===== src/standby_extmem_defs.svh =====
// Purpose: offsets, field positions, reset values, row shift codes and bank numbers for the standby / external memory block
// Assumes: 8-bit register port, word index addressing
// Notes: definitions only
`ifndef STANDBY_EXTMEM_DEFS_SVH
`define STANDBY_EXTMEM_DEFS_SVH

// register offsets
`define OFS_STANDBY_CONTROL 4'h0
`define OFS_REFRESH_CONTROL 4'h1
`define OFS_BUS_WIDTH 4'h2
`define OFS_BUS_ACCESS 4'h3
`define OFS_DRAM_BANK2_CONTROL 4'h4
`define OFS_STATUS 4'h5
`define OFS_WAKE 4'h6

// field positions
`define BIT_HALT_REQ 0
`define BIT_STOP_REQ 1
`define BIT_SELF_REFRESH_ON_STOP 0
`define BIT_BANK1_WIDTH 1
`define BIT_BANK2_WIDTH 2
`define BIT_BANK1_STROBE_STYLE 1
`define BIT_DRAM_STROBE_STYLE 0
`define LSB_ROW_SHIFT 1

// reset values
`define RST_BUS_WIDTH 8'h00
`define RST_BUS_ACCESS 8'h00
`define RST_DRAM_BANK2_CONTROL 8'h00
`define RST_FETCH_ADDR 24'h000000

// row shift field codes and shift amounts
`define ROW_SHIFT_CODE_9 2'h1
`define ROW_SHIFT_9 5'h09
`define ROW_SHIFT_CODE_8 2'h0
`define ROW_SHIFT_8 5'h08
`define ROW_SHIFT_CODE_10 2'h2
`define ROW_SHIFT_10 5'h0A
`define ROW_SHIFT_11 5'h0B

// bank numbers
`define BANK_ROM 2'h0
`define BANK_SRAM 2'h1
`define BANK_DRAM2 2'h2
`define BANK_DRAM3 2'h3

`endif


===== src/standby_extmem_pkg.sv =====
// Purpose: types shared by the standby / external memory block
// Assumes: constants live in standby_extmem_defs.svh
// Notes: none
package standby_extmem_pkg;

	// standby sequencer states, one-hot
	typedef enum logic [4:0] {
		ST_RUN = 5'h01,
		ST_WAIT_END = 5'h02,
		ST_SELF_REF = 5'h04,
		ST_HALT = 5'h08,
		ST_STOP = 5'h10
	} standby_state_e;

	// one internal bus cycle request
	typedef struct packed {
		logic valid;
		logic write;
		logic [1:0] bank;
		logic [21:0] addr;
		logic [1:0] byte_en;
	} mem_req_s;

	// external memory control strobes, all active low
	typedef struct packed {
		logic write_enable_low_n;
		logic write_enable_high_n;
		logic column_strobe_low_n;
		logic column_strobe_high_n;
		logic row_strobe_n;
		logic dram_write_enable_n;
		logic dram_output_enable_n;
	} mem_strobe_s;

endpackage : standby_extmem_pkg


===== src/strobe_decode.sv =====
// Purpose: static bank fitting: address lanes, byte strobes, DRAM row address
// Assumes: request is held for the whole bus cycle
// Notes: combinational; registering is done by the caller
module strobe_decode (
	// configuration
	input wire logic boot_bus_width_pin,
	input wire logic bank1_width_bit,
	input wire logic bank1_strobe_style_bit,
	input wire logic bank2_width_bit,
	input wire logic dram_strobe_style_bit,
	input wire logic [1:0] row_shift_field,
	// request
	input wire standby_extmem_pkg::mem_req_s req,
	input wire logic cas_phase,
	// results
	output logic [23:0] ext_addr,
	output logic [21:0] row_addr,
	output logic is_wide,
	output standby_extmem_pkg::mem_strobe_s strobe
);
`include "standby_extmem_defs.svh"

	// shift amount lookup, used by the row address path
	function automatic logic [4:0] row_shift_of(input logic [1:0] code);
		case (code)
			`ROW_SHIFT_CODE_8: row_shift_of = `ROW_SHIFT_8;
			`ROW_SHIFT_CODE_9: row_shift_of = `ROW_SHIFT_9;
			`ROW_SHIFT_CODE_10: row_shift_of = `ROW_SHIFT_10;
			default: row_shift_of = `ROW_SHIFT_11;
		endcase
	endfunction : row_shift_of

	wire is_dram = req.bank[1];
	wire is_sram = (req.bank == `BANK_SRAM);
	wire wr = req.valid & req.write;

	// bank width select
	assign is_wide = (req.bank == `BANK_ROM) ? boot_bus_width_pin :
		is_sram ? bank1_width_bit :
		bank2_width_bit;

	// wide bus: word address moves up one line, bit 0 idle; narrow: byte address from line 0, top two lines zero
	assign ext_addr = is_wide ? {1'b0, req.addr, 1'b0} : {2'b00, req.addr};

	// row address from the programmed shift
	assign row_addr = req.addr >> row_shift_of(row_shift_field);

	// sram byte write enables; single-enable style drives both lanes together
	wire sram_wl = wr & is_sram & (bank1_strobe_style_bit ? 1'b1 : req.byte_en[0]);
	wire sram_wh = wr & is_sram & (bank1_strobe_style_bit ? 1'b1 : req.byte_en[1]);
	assign strobe.write_enable_low_n = ~sram_wl;
	assign strobe.write_enable_high_n = ~sram_wh;

	// dram: per-byte column strobes with one shared write enable
	wire dram_act = req.valid & is_dram;
	wire cas_l = dram_act & cas_phase & (dram_strobe_style_bit ? 1'b1 : req.byte_en[0]);
	wire cas_h = dram_act & cas_phase & (dram_strobe_style_bit ? 1'b1 : req.byte_en[1]);
	assign strobe.column_strobe_low_n = ~cas_l;
	assign strobe.column_strobe_high_n = ~cas_h;
	assign strobe.row_strobe_n = ~dram_act;
	// early write: enable is low from row phase on, before any column strobe
	assign strobe.dram_write_enable_n = ~(dram_act & req.write);
	assign strobe.dram_output_enable_n = 1'b0;

endmodule : strobe_decode


===== src/standby_extmem.sv =====
// Purpose: standby entry, bus release arbitration and bank fitting of the external memory controller
// Assumes: inputs synchronous to REF_CLK; internal master holds its request until done
// Notes: registers reached over a plain 8-bit address/strobe port
//
// Overview of operation
// - halt entered after current bus cycle ends
// - halted controller still grants bus to externals
// - stop entered after current bus cycle ends
// - self-refresh strobes asserted before stop entry
// - stop grants no new external bus requests
// - no CAS-before-RAS refresh during stop
// - pin low: bank 0 byte-wide, byte addresses
// - pin high: bank 0 word-wide, bit0 unused
// - reset starts fetch at ROM address zero
// - bank 1 width bit selects 16-bit bus
// - bank 1 style 0 gives two write enables
// - bank 2 width bit selects 16-bit bus
// - DRAM early write; output enable held active
// - DRAM style 0: two column strobes, one WE
// - shift code 01 gives row shift nine
// - bus request granted once internals yield; float pins
// - self-refresh-on-stop clears on write0, DRAM access, release
//
// The placing of the registers and strobed register access were chosen for this implementation.
module standby_extmem (
	// clock and reset
	input wire logic REF_CLK,
	input wire logic RST_B,
	// register port
	input wire logic [3:0] REG_ADDR,
	input wire logic [7:0] REG_WDATA,
	input wire logic REG_WR,
	input wire logic REG_RD,
	output logic [7:0] REG_RDATA,
	// internal master
	input wire standby_extmem_pkg::mem_req_s CPU_REQ,
	output logic CPU_DONE,
	output logic CPU_HALTED,
	// refresh request from the refresh timer
	input wire logic CBR_REQ,
	output logic CBR_ACTIVE,
	// strap
	input wire logic BOOT_BUS_WIDTH_PIN,
	// external bus
	input wire logic EXT_BUS_REQUEST_N,
	output logic EXT_BUS_GRANT_N,
	output logic PINS_OE,
	output logic [23:0] EXT_ADDR,
	output logic [21:0] ROW_ADDR,
	output logic EXT_WIDE,
	output standby_extmem_pkg::mem_strobe_s STROBE,
	output logic [23:0] FETCH_ADDR
);
`include "standby_extmem_defs.svh"

	// configuration registers
	logic halt_request_bit; // standby control bit 0
	logic stop_request_bit; // standby control bit 1
	logic self_refresh_on_stop_bit; // refresh control bit 0
	logic [7:0] bus_width_reg; // bank widths
	logic [7:0] bus_access_reg; // bank strobe styles
	logic [7:0] dram_bank2_control_reg; // dram style and row shift
	logic [7:0] rdata; // read data flop
	standby_extmem_pkg::standby_state_e state; // standby sequencer
	standby_extmem_pkg::standby_state_e next_state;
	logic granted; // external master owns the bus
	logic cyc_busy; // internal bus cycle in progress
	logic cas_phase; // second half of an internal bus cycle
	logic [23:0] ext_addr;
	logic [21:0] row_addr;
	logic is_wide;
	standby_extmem_pkg::mem_strobe_s strobe;

	// write decode
	wire wr_sby = REG_WR & (REG_ADDR == `OFS_STANDBY_CONTROL);
	wire wr_rf = REG_WR & (REG_ADDR == `OFS_REFRESH_CONTROL);
	wire wr_bw = REG_WR & (REG_ADDR == `OFS_BUS_WIDTH);
	wire wr_ba = REG_WR & (REG_ADDR == `OFS_BUS_ACCESS);
	wire wr_dr = REG_WR & (REG_ADDR == `OFS_DRAM_BANK2_CONTROL);
	wire wr_wake = REG_WR & (REG_ADDR == `OFS_WAKE);

	// state flags
	wire in_run = (state == standby_extmem_pkg::ST_RUN);
	wire in_stop = (state == standby_extmem_pkg::ST_STOP);
	wire in_halt = (state == standby_extmem_pkg::ST_HALT);
	wire stopping = stop_request_bit | (state == standby_extmem_pkg::ST_SELF_REF) | in_stop;
	wire ext_req = ~EXT_BUS_REQUEST_N;

	// grant only when the internal master is idle; stop blocks arbitration
	wire grant_ok = ext_req & ~cyc_busy & ~stopping & ~CBR_ACTIVE;
	wire release_seen = grant_ok & ~granted;
	wire dram_access = CPU_REQ.valid & CPU_REQ.bank[1] & in_run & ~granted;
	// refresh is blocked in stop and during self-refresh entry
	wire cbr_go = CBR_REQ & ~stopping & ~cyc_busy;
	wire start_cyc = CPU_REQ.valid & in_run & ~granted & ~CBR_ACTIVE & ~cyc_busy;

	// bank fitting
	strobe_decode u_decode (
		.boot_bus_width_pin(BOOT_BUS_WIDTH_PIN),
		.bank1_width_bit(bus_width_reg[`BIT_BANK1_WIDTH]),
		.bank1_strobe_style_bit(bus_access_reg[`BIT_BANK1_STROBE_STYLE]),
		.bank2_width_bit(bus_width_reg[`BIT_BANK2_WIDTH]),
		.dram_strobe_style_bit(dram_bank2_control_reg[`BIT_DRAM_STROBE_STYLE]),
		.row_shift_field(dram_bank2_control_reg[`LSB_ROW_SHIFT +: 2]),
		.req(CPU_REQ),
		.cas_phase(cas_phase),
		.ext_addr(ext_addr),
		.row_addr(row_addr),
		.is_wide(is_wide),
		.strobe(strobe)
	);

	// standby sequencer
	always_comb begin
		next_state = state;
		case (state)
			standby_extmem_pkg::ST_RUN: begin
				if (halt_request_bit | stop_request_bit)
					next_state = standby_extmem_pkg::ST_WAIT_END;
			end
			standby_extmem_pkg::ST_WAIT_END: begin
				// current cycle must finish first
				if (~cyc_busy & ~CBR_ACTIVE) begin
					if (stop_request_bit)
						next_state = self_refresh_on_stop_bit ? standby_extmem_pkg::ST_SELF_REF
							: standby_extmem_pkg::ST_STOP;
					else
						next_state = standby_extmem_pkg::ST_HALT;
				end
			end
			standby_extmem_pkg::ST_SELF_REF: begin
				// one cycle with both strobes low, once any external owner has left
				if (~granted)
					next_state = standby_extmem_pkg::ST_STOP;
			end
			standby_extmem_pkg::ST_HALT: begin
				if (~halt_request_bit)
					next_state = standby_extmem_pkg::ST_RUN;
			end
			standby_extmem_pkg::ST_STOP: begin
				if (~stop_request_bit)
					next_state = standby_extmem_pkg::ST_RUN;
			end
			default: next_state = standby_extmem_pkg::ST_RUN;
		endcase
	end

	// sequencer and bus ownership flops
	always_ff @(posedge REF_CLK or negedge RST_B) begin
		if (!RST_B) begin
			state <= standby_extmem_pkg::ST_RUN;
			granted <= 1'b0;
			CBR_ACTIVE <= 1'b0;
		end else begin
			state <= next_state;
			granted <= granted ? ext_req & ~CBR_REQ : grant_ok; // refresh takes the bus back
			CBR_ACTIVE <= cbr_go & ~granted;
		end
	end

	// internal cycle: two clocks, row phase then column phase
	always_ff @(posedge REF_CLK or negedge RST_B) begin
		if (!RST_B) begin
			cyc_busy <= 1'b0;
			cas_phase <= 1'b0;
		end else begin
			cyc_busy <= start_cyc | (cyc_busy & ~cas_phase);
			cas_phase <= cyc_busy & ~cas_phase;
		end
	end

	// standby control register; wake write clears both requests
	always_ff @(posedge REF_CLK or negedge RST_B) begin
		if (!RST_B) begin
			halt_request_bit <= 1'b0;
			stop_request_bit <= 1'b0;
		end else if (wr_sby) begin
			halt_request_bit <= REG_WDATA[`BIT_HALT_REQ];
			stop_request_bit <= REG_WDATA[`BIT_STOP_REQ];
		end else if (wr_wake) begin
			halt_request_bit <= 1'b0;
			stop_request_bit <= 1'b0;
		end
	end

	// self-refresh-on-stop bit; software set loses to hardware clear only within the same cycle
	always_ff @(posedge REF_CLK or negedge RST_B) begin
		if (!RST_B)
			self_refresh_on_stop_bit <= 1'b0;
		else if (dram_access | release_seen)
			self_refresh_on_stop_bit <= 1'b0;
		else if (wr_rf)
			self_refresh_on_stop_bit <= REG_WDATA[`BIT_SELF_REFRESH_ON_STOP];
	end

	// static bank settings
	always_ff @(posedge REF_CLK or negedge RST_B) begin
		if (!RST_B) begin
			bus_width_reg <= `RST_BUS_WIDTH;
			bus_access_reg <= `RST_BUS_ACCESS;
			dram_bank2_control_reg <= `RST_DRAM_BANK2_CONTROL;
		end else begin
			if (wr_bw)
				bus_width_reg <= REG_WDATA;
			if (wr_ba)
				bus_access_reg <= REG_WDATA;
			if (wr_dr)
				dram_bank2_control_reg <= REG_WDATA;
		end
	end

	// read mux, answered one cycle later; unmapped reads zero
	wire [7:0] status_byte = {2'b00, state, granted};
	wire [7:0] read_mux =
		(REG_ADDR == `OFS_STANDBY_CONTROL) ? {6'h00, stop_request_bit, halt_request_bit} :
		(REG_ADDR == `OFS_REFRESH_CONTROL) ? {7'h00, self_refresh_on_stop_bit} :
		(REG_ADDR == `OFS_BUS_WIDTH) ? bus_width_reg :
		(REG_ADDR == `OFS_BUS_ACCESS) ? bus_access_reg :
		(REG_ADDR == `OFS_DRAM_BANK2_CONTROL) ? dram_bank2_control_reg :
		(REG_ADDR == `OFS_STATUS) ? status_byte : 8'h00;

	always_ff @(posedge REF_CLK or negedge RST_B) begin
		if (!RST_B)
			rdata <= 8'h00;
		else
			rdata <= REG_RD ? read_mux : 8'h00;
	end
	assign REG_RDATA = rdata;

	// pin outputs, registered; float while an external master owns the bus
	wire self_ref_now = (state == standby_extmem_pkg::ST_SELF_REF) & ~granted;
	always_ff @(posedge REF_CLK or negedge RST_B) begin
		if (!RST_B) begin
			EXT_ADDR <= `RST_FETCH_ADDR;
			ROW_ADDR <= 22'h000000;
			EXT_WIDE <= 1'b0;
			STROBE <= '1;
			STROBE.dram_output_enable_n <= 1'b0;
			PINS_OE <= 1'b1;
			EXT_BUS_GRANT_N <= 1'b1;
		end else begin
			PINS_OE <= ~(granted | grant_ok);
			EXT_BUS_GRANT_N <= ~(granted ? ext_req & ~CBR_REQ : grant_ok);
			EXT_WIDE <= is_wide;
			ROW_ADDR <= row_addr;
			EXT_ADDR <= cyc_busy ? ext_addr : EXT_ADDR;
			if (self_ref_now) begin
				STROBE <= '1;
				STROBE.row_strobe_n <= 1'b0;
				STROBE.column_strobe_low_n <= 1'b0;
				STROBE.column_strobe_high_n <= 1'b0;
				STROBE.dram_output_enable_n <= 1'b0;
			end else if (CBR_ACTIVE) begin
				STROBE <= '1;
				STROBE.row_strobe_n <= 1'b0;
				STROBE.column_strobe_low_n <= 1'b0;
				STROBE.column_strobe_high_n <= 1'b0;
				STROBE.dram_output_enable_n <= 1'b0;
			end else if (cyc_busy)
				STROBE <= strobe;
			else begin
				STROBE <= '1;
				STROBE.dram_output_enable_n <= 1'b0;
			end
		end
	end

	// fetch pointer starts at zero in bank 0
	always_ff @(posedge REF_CLK or negedge RST_B) begin
		if (!RST_B)
			FETCH_ADDR <= `RST_FETCH_ADDR;
		else if (cas_phase & ~CPU_REQ.write & (CPU_REQ.bank == `BANK_ROM))
			FETCH_ADDR <= ext_addr;
	end

	assign CPU_DONE = cas_phase;
	assign CPU_HALTED = in_halt | in_stop;

endmodule : standby_extmem


===== config.mk =====
export PLATFORM = sky130hd
export DESIGN_NAME = standby_extmem
export DESIGN_NICKNAME = d
export VERILOG_FILES = /design/src/standby_extmem_pkg.sv /design/src/strobe_decode.sv /design/src/standby_extmem.sv
export VERILOG_INCLUDE_DIRS = /design/src
export SDC_FILE = /design/constraint.sdc
export NUM_CORES = 1
export LEC_CHECK = 0
export BUFFER_PORTS_ARGS = -buffer_cell sky130_fd_sc_hd__buf_4
export CAP_MARGIN = 40
export CORE_ASPECT_RATIO = 0.8
export CORE_MARGIN = 2
export CORE_UTILIZATION = 54
export DETAILED_ROUTE_END_ITERATION = 6
export PLACE_DENSITY = 0.89
export SLEW_MARGIN = 20
export SYNTH_ARGS = -nofsm -noshare
export SYNTH_HDL_FRONTEND = slang
export SYNTH_HIERARCHICAL = 1
export SYNTH_SLANG_ARGS = --single-unit

===== constraint.sdc =====
create_clock -name REF_CLK -period 2.38 [get_ports REF_CLK]
set_input_delay 0.476 -clock REF_CLK [delete_from_list [all_inputs] [get_ports REF_CLK]]
set_output_delay 0.476 -clock REF_CLK [all_outputs]
set_load 0.03 [all_outputs]

==> flow_summary.json <==
{
  "grt_pass1_vias": 3922,
  "final_cell_mix": "140 x buf_4, 115 x dfrtp_1, 87 x mux2_2",
  "ys_async_sr_fraction": 1.00,
  "required_ps": 1900,
  "startpoint": "state[2]$_DFFE_PN0P_",
  "p_int_mw": 6.07,
  "synth_seq_cells": 124,
  "top_regs": "EXT_ADDR x24, FETCH_ADDR x24, ROW_ADDR x22",
  "routed_wirelength_um": 12600,
  "clkSlewWorstSetupHoldPaths_ps": 60,
  "dpl_cell_area_mm2": 0.00674,
  "drive_above_1_share": 0.541,
  "drc": 0,
  "synth.avg_cell_area_um2": 13.9,
  "clock-root-buffer": "clkbuf_16",
  "worst_pin_slew_ps": 770,
  "wl_per_cell_um": 18.1,
  "p_leak_nw": 3.41,
  "finalHoldViolCount": 0,
  "status": "complete, no violations",
  "core_area_mm2": 0.0102,
  "vias": 3822,
  "grt_overflow": 0,
  "finalClockSkew_ps": 8.64,
  "grt_max_degree": 51,
  "fp-row-count": 33,
  "end_kind": "output pin",
  "final.setup.tns_ps": 0,
  "setup_ws_ps": 226,
  "path_max_fanout": 8,
  "power_frac_clock": 0.268,
  "antenna_left": 0,
  "drv_slew": 0,
  "combPwrFrac": 0.381,
  "yosys_warnings": 6,
  "n_antenna_cell": 0,
  "nFillCells": 681,
  "dieArea_mm2": 0.0112,
  "final_nets": 592,
  "portBuffers": 137,
  "stdcell_area_mm2": 0.00735,
  "seq_power_share": 0.351,
  "hpwl_um": 8830,
  "swShare": 0.357,
  "syn_area_mm2": 0.00562,
  "powerDensity_mw_per_mm2": 1280,
  "drv_cap": 0,
  "clk_latency_ps": 400,
  "switchingPower_mw": 3.36,
  "setup_viol": 0,
  "start_util": 0.551,
  "arrival_ps": 1680,
  "rr_startpoint": "bus_width_reg[1]$_DFFE_PN0P_",
  "critical_path_class": "flop to output pin",
  "final_common_cell": "buf_4",
  "rsz0062_at_grt": "false",
  "slew_headroom": 0.487,
  "cts_tree": "built",
  "post_cts_buffers": 0,
  "setup.worst_path.start_class": "flop",
  "gp_congestion": 0.825,
  "first_pass_iters": 6,
  "ioPinCount": 138,
  "cts-htree-levels": 4,
  "synth-main-ff-cell": "dfrtp_1",
  "synth_cell_types": 56,
  "syn2layout_area_growth_pct": 30.9,
  "irDropWorstVdd_v": 0.000785,
  "synth_edf_count": 0,
  "grt_pass1_wl_um": 20000,
  "yosysSeqAreaShare": 0.554,
  "worst_hold_startpoint": "REG_RD",
  "dpl_worst_slack_ps": 299,
  "clock_path_buffers": 2,
  "antenna_found_initial": 0,
  "min_period_ps": 2150,
  "die_h_um": 95.2,
  "timing.final.crit_share": 0.905,
  "track_usage": 0.232,
  "drtIter0Drc": 203,
  "worst_hold_path_type": "primary input to flop",
  "max_clock_freq_mhz": 464,
  "synthCells": 403,
  "vias_per_cell": 5.49,
  "cts-buffers-inserted": 17,
  "clock-sinks": 124,
  "die_w_um": 118
}
[area by class of cell]
cell class | instances | area (um^2) | area share
clock inverter | 6 | 85.1 | 0.0116
clock buffer | 24 | 502 | 0.0682
multi-input combinational | 250 | 2320 | 0.315
timing repair buffer | 145 | 1140 | 0.154
inverter | 7 | 26.3 | 0.00357
sequential | 124 | 3110 | 0.423
tap | 140 | 175 | 0.0238
[cells in the mapped netlist (2+ instances only)]
cell	count	area share
a2bb2oi_1	4	0.0062
mux2_4	9	0.024
mux4_2	10	0.040
or3_1	4	0.0045
nand3b_1	3	0.0040
mux2_1	5	0.010
nor3b_1	2	0.0027
o21ai_0	11	0.0098
nor4_1	2	0.0022
nand4_1	2	0.0022
inv_1	7	0.0047
or2_2	3	0.0033
clkbuf_1	3	0.0020
nor2_1	17	0.011
buf_1	3	0.0020
o211ai_1	2	0.0027
a211oi_1	3	0.0040
dfstp_2	9	0.042
buf_2	11	0.0098
o32ai_1	2	0.0031
nand2_1	8	0.0053
nand2b_1	3	0.0033
buf_6	3	0.0060
mux2_2	87	0.17
and3_1	3	0.0033
mux2i_1	5	0.0089
nand3_1	5	0.0045
buf_4	11	0.015
a22oi_1	8	0.011
a21oi_1	7	0.0062
dfrtp_1	115	0.51
nor2b_1	7	0.0078
nor3_1	6	0.0053
[cells by family after synthesis]
| logic type | synth area share |
|---|---|
| other | 0.000668 |
| multiplexers | 0.262 |
| XOR/XNOR | 0.00312 |
| AND/OR/NAND/NOR | 0.0884 |
| flip-flops | 0.554 |
| buffers and inverters | 0.0392 |
| AO/OA/AOI/OAI | 0.0526 |
[what timing repair did]
item                      4_1_cts  5_1_grt
gates resized for setup         0        0
hold endpoints to repair       17        0
hold buffers                    1        0
[power by group through the flow]
stage	clock network (mW)	logic (mW)	registers, mW
after floorplan	0	1.34	4.24
after global placement	0	3.47	3.32
final	2.53	3.60	3.31
after global routing	2.65	3.79	3.40
after CTS	2.56	3.58	3.34
after detailed placement	0	3.56	3.36
[worst max-delay path, cell delays in order (launching register included)]
cell and delay (ps):
dfrtp_1 510, or3_1 470, nor2_1 130, buf_4 170
[per-stage QoR]
step / instances / util / hold slack, ps / power, mW
3_5_place_dp: 664 / 0.661 / 428 / 6.93
4_1_cts: 695 / 0.720 / 300 / 9.48
5_1_grt: 696 / 0.721 / 309 / 9.83
2_1_floorplan: 412 / - / 180 / 5.58
6_report: 696 / 0.721 / 308 / 9.44
3_3_place_gp: 664 / 0.661 / 419 / 6.79
[routing by layer]
metal / part of all wire / GRT usage
met3: 0.060 / 0.0592
met4: 0.016 / 0.0914
met2: 0.49 / 0.382
met5: 0 / 0
met1: 0.43 / 0.301
[path summary, 6_finish.rpt]
kind / to / slack [ps] / cells past startpoint
worst max-delay path: CPU_HALTED / 230 / 3
max in group asynchronous: STROBE[4]$_DFF_PN1_ / 1200 / 3
worst min-delay path: REG_RDATA[1]$_DFF_PN0_ / 310 / 2
worst min register to register: FETCH_ADDR[3]$_DFFE_PN0P_ / 490 / 1
worst max register to register: FETCH_ADDR[17]$_DFFE_PN0P_ / 540 / 5
min in group asynchronous: ROW_ADDR[13]$_DFF_PN0_ / 530 / 2
(Power assumes the default switching activity.)
